`src/t1lps_consts.svh`:
```
// constants for the sublayer status and control register bank
`ifndef T1LPS_CONSTS_SVH
`define T1LPS_CONSTS_SVH
// ----------------------------------------------------------------------------
// address map: byte address = 4 * {device, register}
// ----------------------------------------------------------------------------
`define T1LPS_DEV_PMA 5'h01
`define T1LPS_DEV_PCS 5'h03
`define T1LPS_DEV_VND 5'h1F
`define T1LPS_REG_CTRL1 16'h0000
`define T1LPS_REG_STAT1 16'h0001
`define T1LPS_REG_PKG1 16'h0005
`define T1LPS_REG_PKG2 16'h0006
`define T1LPS_REG_STAT2 16'h0008
`define T1LPS_REG_GAIN 16'h81E7
`define T1LPS_REG_LINK 16'h8302
`define T1LPS_REG_MSE 16'h830B
`define T1LPS_REG_IRQ_STAT 16'h0010
`define T1LPS_REG_IRQ_CLR 16'h0011
`define T1LPS_REG_IRQ_EN 16'h0012
// ----------------------------------------------------------------------------
// fields and values
// ----------------------------------------------------------------------------
`define T1LPS_BIT_SRST 15
`define T1LPS_BIT_LOOP 14
`define T1LPS_BIT_PD 11
`define T1LPS_GAIN_RST 16'h0400
`define T1LPS_STAT1_VAL 16'h0002
`define T1LPS_PKG1_VAL 16'h008B
`define T1LPS_PKG2_VAL 16'hC000
`define T1LPS_STAT2_VAL 16'h8000
`define T1LPS_NFLAG 4
`define T1LPS_NIRQ 5
// ----------------------------------------------------------------------------
// timing
// ----------------------------------------------------------------------------
`define T1LPS_CLK_NS 10
`define T1LPS_SRST_NS 100
`define T1LPS_SRST_CYC ((`T1LPS_SRST_NS + `T1LPS_CLK_NS - 1) / `T1LPS_CLK_NS)
`endif

```
`src/t1lps_pkg.sv`:
```
// types shared by the sublayer status and control register bank
package t1lps_pkg;
  // live health inputs, flag order matches the latch vector [3:0]
  typedef struct packed {
    logic far_receiver_ok;
    logic near_receiver_ok;
    logic unscrambler_ok;
    logic link_ok;
  } t1lps_live_t;

  typedef struct packed {
    logic coding_sublayer_soft_reset;
    logic coding_sublayer_loopback;
    logic coding_sublayer_power_down;
    logic [15:0] echo_acq_recovery_gain;
  } t1lps_ctrl_t;

  typedef enum logic [1:0] {
    T1LPS_SR_IDLE = 2'b01,
    T1LPS_SR_BUSY = 2'b10
  } t1lps_srst_t;
endpackage

```
`src/t1lps_regs.sv`:
```
// sublayer status and control register bank behind an APB slave
//
// Design decision made here: register access over APB.
`include "t1lps_consts.svh"

module t1lps_regs (
  input wire logic mclk_i,
  input wire logic rstn_i,
  input wire logic psel_i,
  input wire logic penable_i,
  input wire logic pwrite_i,
  input wire logic [31:0] paddr_i,
  input wire logic [31:0] pwdata_i,
  input wire logic [3:0] pstrb_i,
  output logic [31:0] prdata_o,
  output logic pready_o,
  output logic pslverr_o,
  input wire t1lps_pkg::t1lps_live_t live_i,
  input wire logic [15:0] mse_i,
  output t1lps_pkg::t1lps_ctrl_t ctrl_o,
  output logic irq_o
);

  // --------------------------------------------------------------------------
  // declarations
  // --------------------------------------------------------------------------
  // bus side
  logic [20:0] key_c;
  logic mapped_c;
  logic writable_c;
  logic [15:0] rdata_c;
  logic setup_c;
  logic access_c;
  logic wr_c;
  logic rd_c;
  logic [15:0] wmask_c;
  logic [15:0] wval_c;

  // register hits
  logic hit_ctrl_c;
  logic hit_gain_c;
  logic hit_link_c;
  logic hit_clr_c;
  logic hit_en_c;

  // soft reset handshake
  logic srst_start_c;
  logic srst_done_c;

  // stored state
  logic [31:0] prdata_q;
  logic [15:0] gain_q;
  logic loop_q;
  logic pd_q;
  t1lps_pkg::t1lps_srst_t srst_q;
  logic [7:0] srst_cnt_q;
  logic [15:0] mse_q;

  // health flags
  logic [`T1LPS_NFLAG-1:0] live_c;
  logic [`T1LPS_NFLAG-1:0] live_prev_q;
  logic [`T1LPS_NFLAG-1:0] ll_q;
  logic [`T1LPS_NFLAG-1:0] ll_c;
  logic [`T1LPS_NFLAG-1:0] drop_c;

  // interrupts and link word
  logic [`T1LPS_NIRQ-1:0] irq_stat_q;
  logic [`T1LPS_NIRQ-1:0] irq_en_q;
  logic [`T1LPS_NIRQ-1:0] irq_evt_c;
  logic [`T1LPS_NIRQ-1:0] irq_clr_c;
  logic [15:0] link_word_c;

  // --------------------------------------------------------------------------
  // bus phase decode
  // --------------------------------------------------------------------------
  assign setup_c = psel_i & ~penable_i;
  assign access_c = psel_i & penable_i;
  // zero wait states: every access completes in its first access cycle
  assign pready_o = access_c;
  // unmapped or misaligned words answer with an error and no side effect
  assign pslverr_o = access_c & ~mapped_c;
  assign wr_c = access_c & pwrite_i & mapped_c & writable_c;
  assign rd_c = access_c & ~pwrite_i & mapped_c;
  assign key_c = paddr_i[22:2];
  // only the low half-word carries register data, upper strobes are ignored
  assign wmask_c = {{8{pstrb_i[1]}}, {8{pstrb_i[0]}}};
  assign wval_c = pwdata_i[15:0];

  always_comb begin
    mapped_c = 1'b0;
    // upper address bits and byte offset must be zero
    if (paddr_i[31:23] == 9'h000 && paddr_i[1:0] == 2'b00) begin
      unique case (key_c)
        {`T1LPS_DEV_PMA, `T1LPS_REG_CTRL1},
        {`T1LPS_DEV_PCS, `T1LPS_REG_CTRL1},
        {`T1LPS_DEV_PCS, `T1LPS_REG_STAT1},
        {`T1LPS_DEV_PCS, `T1LPS_REG_PKG1},
        {`T1LPS_DEV_PCS, `T1LPS_REG_PKG2},
        {`T1LPS_DEV_PCS, `T1LPS_REG_STAT2},
        {`T1LPS_DEV_PMA, `T1LPS_REG_GAIN},
        {`T1LPS_DEV_PMA, `T1LPS_REG_LINK},
        {`T1LPS_DEV_PMA, `T1LPS_REG_MSE},
        {`T1LPS_DEV_VND, `T1LPS_REG_IRQ_STAT},
        {`T1LPS_DEV_VND, `T1LPS_REG_IRQ_CLR},
        {`T1LPS_DEV_VND, `T1LPS_REG_IRQ_EN}: begin
          mapped_c = 1'b1;
        end
        default: begin
          mapped_c = 1'b0;
        end
      endcase
    end
  end

  // both control locations decode to one store
  assign hit_ctrl_c = key_c == {`T1LPS_DEV_PMA, `T1LPS_REG_CTRL1}
                   || key_c == {`T1LPS_DEV_PCS, `T1LPS_REG_CTRL1};
  assign hit_gain_c = key_c == {`T1LPS_DEV_PMA, `T1LPS_REG_GAIN};
  assign hit_link_c = key_c == {`T1LPS_DEV_PMA, `T1LPS_REG_LINK};
  assign hit_clr_c = key_c == {`T1LPS_DEV_VND, `T1LPS_REG_IRQ_CLR};
  assign hit_en_c = key_c == {`T1LPS_DEV_VND, `T1LPS_REG_IRQ_EN};
  // writes to read-only words complete without error and change nothing
  assign writable_c = hit_ctrl_c | hit_gain_c | hit_clr_c | hit_en_c;

  // --------------------------------------------------------------------------
  // latched-low health flags
  // --------------------------------------------------------------------------
  assign live_c = live_i;

  genvar gi;
  generate
    for (gi = 0; gi < `T1LPS_NFLAG; gi = gi + 1) begin : g_flag
      // a drop in the reading cycle is still seen: live low wins over release
      assign ll_c[gi] = ll_q[gi] & live_c[gi];
      // a one-cycle dip is enough to raise the matching event
      assign drop_c[gi] = live_prev_q[gi] & ~live_c[gi];

      // a condition that is down while read stays latched low
      always_ff @(posedge mclk_i) begin
        if (!rstn_i) begin
          ll_q[gi] <= 1'b0;
        end else if (rd_c && hit_link_c) begin
          ll_q[gi] <= live_c[gi];
        end else begin
          ll_q[gi] <= ll_c[gi];
        end
      end
    end
  endgenerate

  // reset low so a port that comes up down is not seen as a drop
  always_ff @(posedge mclk_i) begin
    if (!rstn_i) begin
      live_prev_q <= '0;
    end else begin
      live_prev_q <= live_c;
    end
  end

  // each live bit sits one below its latched copy
  always_comb begin
    link_word_c = 16'h0000;
    link_word_c[0] = live_i.link_ok;
    link_word_c[1] = ll_c[0];
    link_word_c[4] = live_i.unscrambler_ok;
    link_word_c[5] = ll_c[1];
    link_word_c[6] = live_i.near_receiver_ok;
    link_word_c[7] = ll_c[2];
    link_word_c[8] = live_i.far_receiver_ok;
    link_word_c[9] = ll_c[3];
  end

  // --------------------------------------------------------------------------
  // line quality readout
  // --------------------------------------------------------------------------
  // sampled every cycle so the read word is a clean flop value
  always_ff @(posedge mclk_i) begin
    if (!rstn_i) begin
      mse_q <= 16'h0000;
    end else begin
      mse_q <= mse_i;
    end
  end

  // --------------------------------------------------------------------------
  // soft reset sequencer
  // --------------------------------------------------------------------------
  // a start while busy is refused so the reset cannot be stretched
  assign srst_start_c = wr_c & hit_ctrl_c & pstrb_i[1]
                      & wval_c[`T1LPS_BIT_SRST] & (srst_q == t1lps_pkg::T1LPS_SR_IDLE);
  // busy lasts exactly the programmed count of cycles
  assign srst_done_c = (srst_q == t1lps_pkg::T1LPS_SR_BUSY) && (srst_cnt_q == 8'h01);

  always_ff @(posedge mclk_i) begin
    if (!rstn_i) begin
      srst_q <= t1lps_pkg::T1LPS_SR_IDLE;
      srst_cnt_q <= 8'h00;
    end else begin
      unique case (srst_q)
        t1lps_pkg::T1LPS_SR_IDLE: begin
          if (srst_start_c) begin
            srst_q <= t1lps_pkg::T1LPS_SR_BUSY;
            srst_cnt_q <= 8'(`T1LPS_SRST_CYC);
          end
        end
        t1lps_pkg::T1LPS_SR_BUSY: begin
          srst_cnt_q <= srst_cnt_q - 8'h01;
          if (srst_done_c) begin
            srst_q <= t1lps_pkg::T1LPS_SR_IDLE;
          end
        end
        default: begin
          srst_q <= t1lps_pkg::T1LPS_SR_IDLE;
        end
      endcase
    end
  end

  // --------------------------------------------------------------------------
  // control store
  // --------------------------------------------------------------------------
  // a soft reset returns the controls to their reset values and holds them
  always_ff @(posedge mclk_i) begin
    if (!rstn_i) begin
      loop_q <= 1'b0;
      pd_q <= 1'b0;
    end else if (srst_start_c || srst_q == t1lps_pkg::T1LPS_SR_BUSY) begin
      loop_q <= 1'b0;
      pd_q <= 1'b0;
    end else if (wr_c && hit_ctrl_c && pstrb_i[1]) begin
      pd_q <= wval_c[`T1LPS_BIT_PD];
      // loopback exists only in the coding sublayer word
      if (key_c[20:16] == `T1LPS_DEV_PCS) begin
        loop_q <= wval_c[`T1LPS_BIT_LOOP];
      end
    end
  end

  // byte strobes let software update half of the gain at a time
  always_ff @(posedge mclk_i) begin
    if (!rstn_i) begin
      gain_q <= `T1LPS_GAIN_RST;
    end else if (srst_start_c || srst_q == t1lps_pkg::T1LPS_SR_BUSY) begin
      gain_q <= `T1LPS_GAIN_RST;
    end else if (wr_c && hit_gain_c) begin
      gain_q <= (gain_q & ~wmask_c) | (wval_c & wmask_c);
    end
  end

  // the reset level is a decode of the one-hot busy flop, so it is glitch free
  assign ctrl_o.coding_sublayer_soft_reset = (srst_q == t1lps_pkg::T1LPS_SR_BUSY);
  assign ctrl_o.coding_sublayer_loopback = loop_q;
  assign ctrl_o.coding_sublayer_power_down = pd_q;
  assign ctrl_o.echo_acq_recovery_gain = gain_q;

  // --------------------------------------------------------------------------
  // interrupts
  // --------------------------------------------------------------------------
  // bits 3:0 flag a drop of each health condition, bit 4 a finished soft reset
  assign irq_evt_c = {srst_done_c, drop_c};
  // clear ignores strobes: any written one clears its status bit
  assign irq_clr_c = (wr_c && hit_clr_c) ? wval_c[`T1LPS_NIRQ-1:0] : '0;

  always_ff @(posedge mclk_i) begin
    if (!rstn_i) begin
      irq_stat_q <= '0;
    end else begin
      // an event in the clearing cycle survives the clear
      irq_stat_q <= (irq_stat_q & ~irq_clr_c) | irq_evt_c;
    end
  end

  // enables live in the low byte, so they need strobe 0
  always_ff @(posedge mclk_i) begin
    if (!rstn_i) begin
      irq_en_q <= '0;
    end else if (wr_c && hit_en_c && pstrb_i[0]) begin
      irq_en_q <= wval_c[`T1LPS_NIRQ-1:0];
    end
  end

  // level output: high until software clears or masks the source
  assign irq_o = |(irq_stat_q & irq_en_q);

  // --------------------------------------------------------------------------
  // read path
  // --------------------------------------------------------------------------
  // the write-only clear word and unmapped keys read as zero
  always_comb begin
    rdata_c = 16'h0000;
    unique case (key_c)
      {`T1LPS_DEV_PMA, `T1LPS_REG_CTRL1},
      {`T1LPS_DEV_PCS, `T1LPS_REG_CTRL1}: begin
        rdata_c[`T1LPS_BIT_SRST] = (srst_q == t1lps_pkg::T1LPS_SR_BUSY);
        rdata_c[`T1LPS_BIT_PD] = pd_q;
        if (key_c[20:16] == `T1LPS_DEV_PCS) begin
          rdata_c[`T1LPS_BIT_LOOP] = loop_q;
        end
      end
      {`T1LPS_DEV_PCS, `T1LPS_REG_STAT1}: begin
        rdata_c = `T1LPS_STAT1_VAL;
      end
      {`T1LPS_DEV_PCS, `T1LPS_REG_PKG1}: begin
        rdata_c = `T1LPS_PKG1_VAL;
      end
      {`T1LPS_DEV_PCS, `T1LPS_REG_PKG2}: begin
        rdata_c = `T1LPS_PKG2_VAL;
      end
      {`T1LPS_DEV_PCS, `T1LPS_REG_STAT2}: begin
        rdata_c = `T1LPS_STAT2_VAL;
      end
      {`T1LPS_DEV_PMA, `T1LPS_REG_GAIN}: begin
        rdata_c = gain_q;
      end
      {`T1LPS_DEV_PMA, `T1LPS_REG_LINK}: begin
        rdata_c = link_word_c;
      end
      {`T1LPS_DEV_PMA, `T1LPS_REG_MSE}: begin
        rdata_c = mse_q;
      end
      {`T1LPS_DEV_VND, `T1LPS_REG_IRQ_STAT}: begin
        rdata_c[`T1LPS_NIRQ-1:0] = irq_stat_q;
      end
      {`T1LPS_DEV_VND, `T1LPS_REG_IRQ_EN}: begin
        rdata_c[`T1LPS_NIRQ-1:0] = irq_en_q;
      end
      default: begin
        rdata_c = 16'h0000;
      end
    endcase
  end

  // read data is captured at the setup edge so it is a flop in the access cycle
  always_ff @(posedge mclk_i) begin
    if (!rstn_i) begin
      prdata_q <= 32'h0000_0000;
    end else if (setup_c) begin
      prdata_q <= (mapped_c && !pwrite_i) ? {16'h0000, rdata_c} : 32'h0000_0000;
    end
  end

  assign prdata_o = prdata_q;

endmodule

```
`config.mk`:
```
export PLATFORM = sky130hd
export DESIGN_NAME = t1lps_regs
export DESIGN_NICKNAME = d
export VERILOG_FILES = /design/src/t1lps_pkg.sv /design/src/t1lps_regs.sv
export VERILOG_INCLUDE_DIRS = /design/src
export SDC_FILE = /design/constraint.sdc
export NUM_CORES = 1
export LEC_CHECK = 0
export BUFFER_PORTS_ARGS = -buffer_cell sky130_fd_sc_hd__buf_2
export CORE_MARGIN = 10
export CORE_UTILIZATION = 45
export CTS_CLUSTER_SIZE = 25
export DETAILED_ROUTE_END_ITERATION = 10
export PLACE_DENSITY = 0.75
export SYNTH_ARGS = -nofsm -noshare
export SYNTH_HDL_FRONTEND = slang
export SYNTH_SLANG_ARGS = --single-unit
```
`constraint.sdc`:
```
create_clock -name mclk_i -period 3.4 [get_ports mclk_i]
set_input_delay 0 -clock mclk_i [delete_from_list [all_inputs] [get_ports mclk_i]]
set_output_delay 0 -clock mclk_i [all_outputs]
set_load 0.02 [all_outputs]
```
==> summary.md, run 1 <==
| Metric | Value |
|---|---|
| Io pins | `around 150` |
| ANT nets after route | `0` |
| GP Congestion | `a little under 0.9` |
| Skew final | `9.46 ps` |
| RSZ-0062 raised after global routing | `no` |
| Top cells by area, synth | `dfxtp_1 (42%), mux2i_1 (6.7%), and2_1 (4.5%)` |
| Count leader, synth | `dfxtp_1` |
| Source of the worst register-to-register timing path | `srst_cnt_q[2]$_SDFFE_PN0P_` |
| Clock Latency Late Sink | `340 ps` |
| VDD IR max | `between 0.2 and 0.25 mV` |
| Max Cap Viol | `0` |
| FF+latch count, synth | `just under 80` |
| Hold endpoint | `loop_q$_SDFFE_PP0P_` |
| Post-synth top area cell | `dfxtp_1` |
| Die ar. | `0.0124 mm²` |
| Gr usage total | `0.186` |
| Commonest cells post-synth | `dfxtp_1 (78), nand2_1 (37), nor2_1 (37)` |
| TNS Setup | `0 ps` |
| Multi-input logic area | `around 0.0020 mm²` |
| Drt total wl | `~12 mm` |
| Critical path launch point | `paddr_i[13]` |
| CTS tree | `built` |
| Register area | `roughly 0.0016 mm²` |
| Area Growth Syn to Fin | `30.2%` |
| Critical path endpoint category | `output pin` |
| Worst reg-to-reg setup slack | `approximately 1600 ps` |
| Final #Nets | `around 650` |
| Cell depth of the worst flop-to-flop path | `5` |
| Largest net degree at the start of global routing | `34` |
| CTS max path bufs | `2` |
| Placeable Area | `approximately 0.008 mm²` |
| CP top delay family | `simple AND/OR/NAND/NOR gates` |
| Detailed-route via count | `3675` |
| FF-to-FF End | `irq_stat_q[4]$_SDFF_PN0_` |
| Crit path largest cell delay | `around 550 ps` |
| FMAX | `approximately 450 MHz` |
| Drt pass-1 iters | `6` |
| Cell Area, Synth | `between 0.003 and 0.004 mm²` |
| Die width | `111 µm` |
| # resized after CTS | `0` |
| Design area | `0.00487 mm²` |
| Final hold viol count | `0` |
| Crit-path cells | `buf_2 > or4_4 > nor4_4 > o21ai_1 > and3b_1 > a41oi_1 > nor2_1 > buf_2` |
| Final Slew Violations | `0` |
| Vias per cell | `roughly 5.5` |
| Fin crit period | `around 2200 ps` |
| Yosys cell types | `66` |
| Num CTS Buffers | `9` |
| Share of cells above drive strength 1 | `0.268` |
| # setup viols final | `0` |
| Placed cell count | `about 610` |
| # hold bufs at CTS | `36` |
| Initial antenna violation count | `0` |
| ANT cells | `0` |
| Bufs and invs on worst path | `2` |
| Reg clk slew, reported paths | `about 70 ps` |
| Root Driver | `clkbuf_8` |
| Row count | `33` |
| Drt wl/cell | `approximately 18 µm` |
| Die height | `111 µm` |
| Req. time, crit path | `about 3400 ps` |
| First-pass GRT wire length | `19.2 mm` |
| H-tree depth | `3` |
| Post-synthesis area per instance | `between 9 and 10 µm²` |
| CP dominant cell by count | `buf_2` |
| Initial core utilization | `0.460` |
| Syn Inst Count | `between 400 and 500` |
| Fin crit share | `0.657` |
| Slowest cell on crit path | `or4_4` |
| Status | `finished, final reports clean` |
| CP Class | `input pin to output pin` |
| Final cell count without fillers | `665` |
| Fill cells | `730` |
| Post-route DRC violation count | `0` |
| Total setup buffers inserted after CTS | `0` |
| Utilization after layout | `0.599` |
| Yosys warns | `0` |
| CTS sink cnt | `slightly below 80` |
| Crit path max fanout | `8` |
| Vias in the first global route | `3825` |
| Number of synthesized flops with an enable pin | `0` |
| Startpoint types | `input pin` |
| Leakage | `2.09 nW` |
| Ys flop type | `dfxtp_1` |
| Critical Path AT | `around 2200 ps` |
| Register area share after synthesis | `0.417` |
| Hold path depth | `4` |
| Drt initial violations | `between 200 and 300` |
| Hold WC Path Type | `input pin to flop` |
| Slew @ Worst Pin | `882 ps` |
| Grt total ovfl | `0` |
| Yosys top cell area share | `0.417` |
| Asr flop ratio synth | `0` |
| Placed Instance Area | `roughly 0.0043 mm²` |
| Max transition margin | `0.407` |
| Port bufs | `112` |
| Min-delay src | `pstrb_i[1]` |
| Cell area power density | `approximately 380 mW/mm²` |
| HPWL Detailed | `8.93 mm` |
==> layout by cell type (no fill, tap or decap), drive strengths merged, types with 4 or more instances in the layout <==
cell	Yosys	final
o21ai	10	10
buf	28	118
nor2b	4	4
a21oi	11	11
a222oi	4	4
nand2b	13	13
clkbuf	10	10
nor4	13	13
or3	5	5
mux2i	25	25
or2	4	4
conb	1	16
dlygate4sd3	0	36
a31oi	5	5
nand4	5	5
nor2	37	37
dfxtp	78	78
a22o	4	4
o21a	8	8
nor3	9	9
inv	6	7
nand3	10	10
and2	27	27
a22oi	13	13
nand2	37	37
and4	4	4
==> stage by stage <==
step	hold slack [ps]	total power [mW]	worst slack, ps
6_report	48.2	1.85	1170
5_1_grt	73.0	1.91	1100
4_1_cts	28.8	1.86	1220
3_5_place_dp	211	1.09	931
3_3_place_gp	210	1.08	947
2_1_floorplan	127	1.03	1530
==> how the worst max path moves through the flow <==
stage	to	cells past startpoint
floorplan	flop	8
global placement	ll_q[0]$_SDFF_PN0_	6
detailed placement	ll_q[2]$_SDFF_PN0_	6
CTS	pslverr_o	8
global route	pslverr_o	8
finish	pslverr_o	8
==> final cells by class <==
| class | instances | area share |
|---|---|---|
| clock buffers | 10 | 0.0262 |
| clock inverters | 5 | 0.0172 |
| inverters | 7 | 0.00539 |
| multi-input cells | 306 | 0.406 |
| flip-flops and latches | 78 | 0.320 |
| well taps | 105 | 0.0270 |
| repair buffers | 154 | 0.198 |
==> where the power goes <==
group | internal, mW | switching (mW) | total (mW)
registers | 0.928 | 0.00540 | 0.933
logic | 0.0807 | 0.0892 | 0.170
clock network | 0.412 | 0.333 | 0.745
total | 1.42 | 0.427 | 1.85
==> metal layers <==
layer / routed length, µm / vias up / track usage
met3: 1040 / 21 / 0.0541
met1: 5120 / 1704 / 0.228
met4: 276 / 0 / 0.0754
met5: 0 / - / 0
li1: - / 1751 / -
met2: 5530 / 199 / 0.298
==> cell families after synthesis <==
family	after synthesis	synth area share
AND/OR/NAND/NOR	182	0.277
adder cells (fa/ha/maj)	2	0.00669
flip-flops	78	0.417
buffers and inverters	45	0.0695
other	1	0.00100
AO/OA/AOI/OAI	79	0.157
XOR/XNOR	2	0.00468
multiplexers	25	0.0669
==> worst min-delay path, cell delays in order <==
cell,delay (ps)
buf_2,130
nand4_1,80
mux2i_1,70
nor2_1,70
Note: power is estimated with default switching activity, not from simulation.
==> run 2: changes to the inputs <==
==> constraint.sdc (replaced) <==
create_clock -name mclk_i -period 2.2 [get_ports mclk_i]
set_input_delay 0 -clock mclk_i [delete_from_list [all_inputs] [get_ports mclk_i]]
set_output_delay 0 -clock mclk_i [all_outputs]
set_load 0.02 [all_outputs]
==> summary.md, run 2 (synthesis results as in run 1) <==
| Metric | Value |
|---|---|
| Status | `finished, final reports clean` |
| CTS sink cnt | `78 (unchanged)` |
| Fin crit share | `0.910` |
| Hold WC Path Type | `input pin to flop` |
| Most frequent cells in the layout | `buf_2 (112), dfxtp_1 (78), nand2_1 (37), nor2_1 (37), dlygate4sd3_1 (36)` |
| Flop pwr share | `0.521 (+0.016)` |
| ANT cells | `0 (unchanged)` |
| Source of the worst register-to-register timing path | `srst_cnt_q[2]$_SDFFE_PN0P_` |
| Vias in the first global route | `3809 (-0.42%)` |
| Fill cells | `713 (-2.3%)` |
| Leakage | `2.17 nW (+3.6%)` |
| CTS max path bufs | `2 (unchanged)` |
| Initial core utilization | `0.460 (unchanged)` |
| Startpoint types | `input pin` |
| CP Class | `input pin to output pin` |
| Largest net degree at the start of global routing | `19 (-44%)` |
| Share of cells above drive strength 1 | `0.288 (+0.0198)` |
| Drt initial violations | `307 (+23%)` |
| Port bufs | `112 (unchanged)` |
| ANT nets after route | `0 (unchanged)` |
| Vias per cell | `5.38 (-2.7%)` |
| Max transition margin | `0.664 (+0.257)` |
| CTS tree | `built` |
| Root Driver | `clkbuf_8` |
| Crit-path cells | `buf_2 > or4_1 > or2_1 > nor3_4 > and3b_1 > a41oi_1 > nor2_1 > buf_2` |
| Gr usage total | `0.188 (+0.00201)` |
| Row count | `33 (unchanged)` |
| Final hold viol count | `0 (unchanged)` |
| Switching share of power | `0.244 (+0.0131)` |
| HPWL Detailed | `9.26 mm (+3.8%)` |
| # resized after CTS | `0 (unchanged)` |
| Io pins | `147 (unchanged)` |
| Psw | `0.676 mW (+58%)` |
| Slowest cell on crit path | `or4_1` |
| Die height | `111 µm (unchanged)` |
| Post-Place Worst Slack | `135 ps (-795 ps)` |
| H-tree depth | `3 (unchanged)` |
| Reg clk slew, reported paths | `70 ps (about the same)` |
| Drt wl/cell | `17.8 µm (-0.89%)` |
| Final #Nets | `667 (+2.5%)` |
| Placeable Area | `0.00813 mm² (unchanged)` |
| FMAX | `between 400 and 500 MHz` |
| Final Slew Violations | `0 (unchanged)` |
| Grt total ovfl | `0 (unchanged)` |
| CP dominant cell by count | `buf_2` |
| Critical Path AT | `2000 ps (-230 ps)` |
| Clock Latency Late Sink | `350 ps (about the same)` |
| Drt total wl | `12.2 mm (+1.6%)` |
| Min-delay src | `rstn_i` |
| Critical path endpoint category | `output pin` |
| P_int | `2.09 mW (+47%)` |
| Crit path max fanout | `7 (-1)` |
| Die width | `111 µm (unchanged)` |
| Placed cell count | `630 (+2.6%)` |
| Area Growth Syn to Fin | `33.2%` |
| Clock network power share | `0.381 (-0.022)` |
| Skew final | `4.89 ps (-4.57 ps)` |
| Critical path launch point | `paddr_i[11]` |
| Slew @ Worst Pin | `501 ps (-381 ps)` |
| Final WS setup | `199 ps (-969 ps)` |
| Max Cap Viol | `0 (unchanged)` |
| GP Congestion | `0.876 (-0.27%)` |
| Cell area power density | `555 mW/mm² (+46%)` |
| Post-route DRC violation count | `0 (unchanged)` |
| Num CTS Buffers | `9 (unchanged)` |
| Total setup buffers inserted after CTS | `0 (unchanged)` |
| Combinational power share | `0.098 (+0.006)` |
| Detailed-route via count | `3669 (-0.16%)` |
| Final cell count without fillers | `682 (+2.6%)` |
| Drt pass-1 iters | `4 (-2)` |
| Die ar. | `0.0124 mm² (unchanged)` |
| # setup viols final | `0 (unchanged)` |
| Crit path largest cell delay | `540 ps (about the same)` |
| TNS Setup | `0 ps (unchanged)` |
| Req. time, crit path | `2200 ps (-1200 ps)` |
| Initial antenna violation count | `0 (unchanged)` |
| Most common cell after layout, fill and taps aside | `buf_2` |
| RSZ-0062 raised after global routing | `no` |
| Fin crit period | `2000 ps` |
| First-pass GRT wire length | `19.4 mm (+0.86%)` |
| VDD IR max | `0.360 mV (+46%)` |
==> run 2: cell types whose count changed in the layout (fill, tap and decap cells not counted), sizes merged <==
cell,delta
clkbuf,+1
bufinv,-1
clkinv,+1
buf,+16
==> run 2: cell type report <==
class                           count  area [µm²]  area share
Clock buffer                       11         131      0.0264
Clock inverter                      5        58.8      0.0118
Inverter                            7        26.3     0.00527
Multi-Input combinational cell    306        1980       0.397
Sequential cell                    78        1560       0.313
Tap cell                          105         131      0.0264
Timing Repair Buffer              170        1100       0.220
==> run 2: stage by stage <==
stage                     hold WS, ps   util  power (mW)  area, µm²
after detailed placement          210  0.545        1.69       4430
after CTS                        41.5  0.613        2.77       4980
after global routing             48.9  0.613        2.86       4980
after floorplan                   127      -        1.59       3800
final                            45.1  0.613        2.77       4980
after global placement            211  0.545        1.69       4430
==> run 2: what timing repair did <==
action                                  CTS  global route
endpoints found under the setup margin    0             0
hold buffers                             36             0
hold endpoints to repair                 45             0
==> run 2: final timing paths <==
check | endpoint | slack (ps) | depth (start not counted)
hold / removal | srst_cnt_q[3]$_SDFFE_PN0P_ | 50 | 3
setup reg to reg | irq_stat_q[4]$_SDFF_PN0_ | 380 | 5
setup / recovery | pslverr_o | 200 | 8
hold reg to reg | prdata_o[12]$_SDFFE_PN0P_ | 460 | 2
==> run 2: worst max-delay path: cells and delay by family <==
family	cells	cell delay, ps
simple gates	5	1530
compound gates	1	170
buf+inv	2	300
==> run 2: power groups by stage <==
stage                     Combinational [mW]  Clock [mW]  Sequential (mW)
after floorplan                        0.121           0             1.47
after global placement                 0.212           0             1.47
after detailed placement               0.215           0             1.48
after CTS                              0.266        1.06             1.44
after global routing                   0.294        1.13             1.44
final                                  0.270        1.06             1.44
==> run 2: layer usage <==
layer | routed length, µm | part of all wire | GRT usage | up-vias
met1 | 5180 | 0.43 | 0.227 | 1715
met4 | 165 | 0.014 | 0.0574 | 0
li1 | - | - | - | 1783
met3 | 955 | 0.079 | 0.0498 | 15
met2 | 5860 | 0.48 | 0.318 | 156
met5 | 0 | 0 | 0 | -
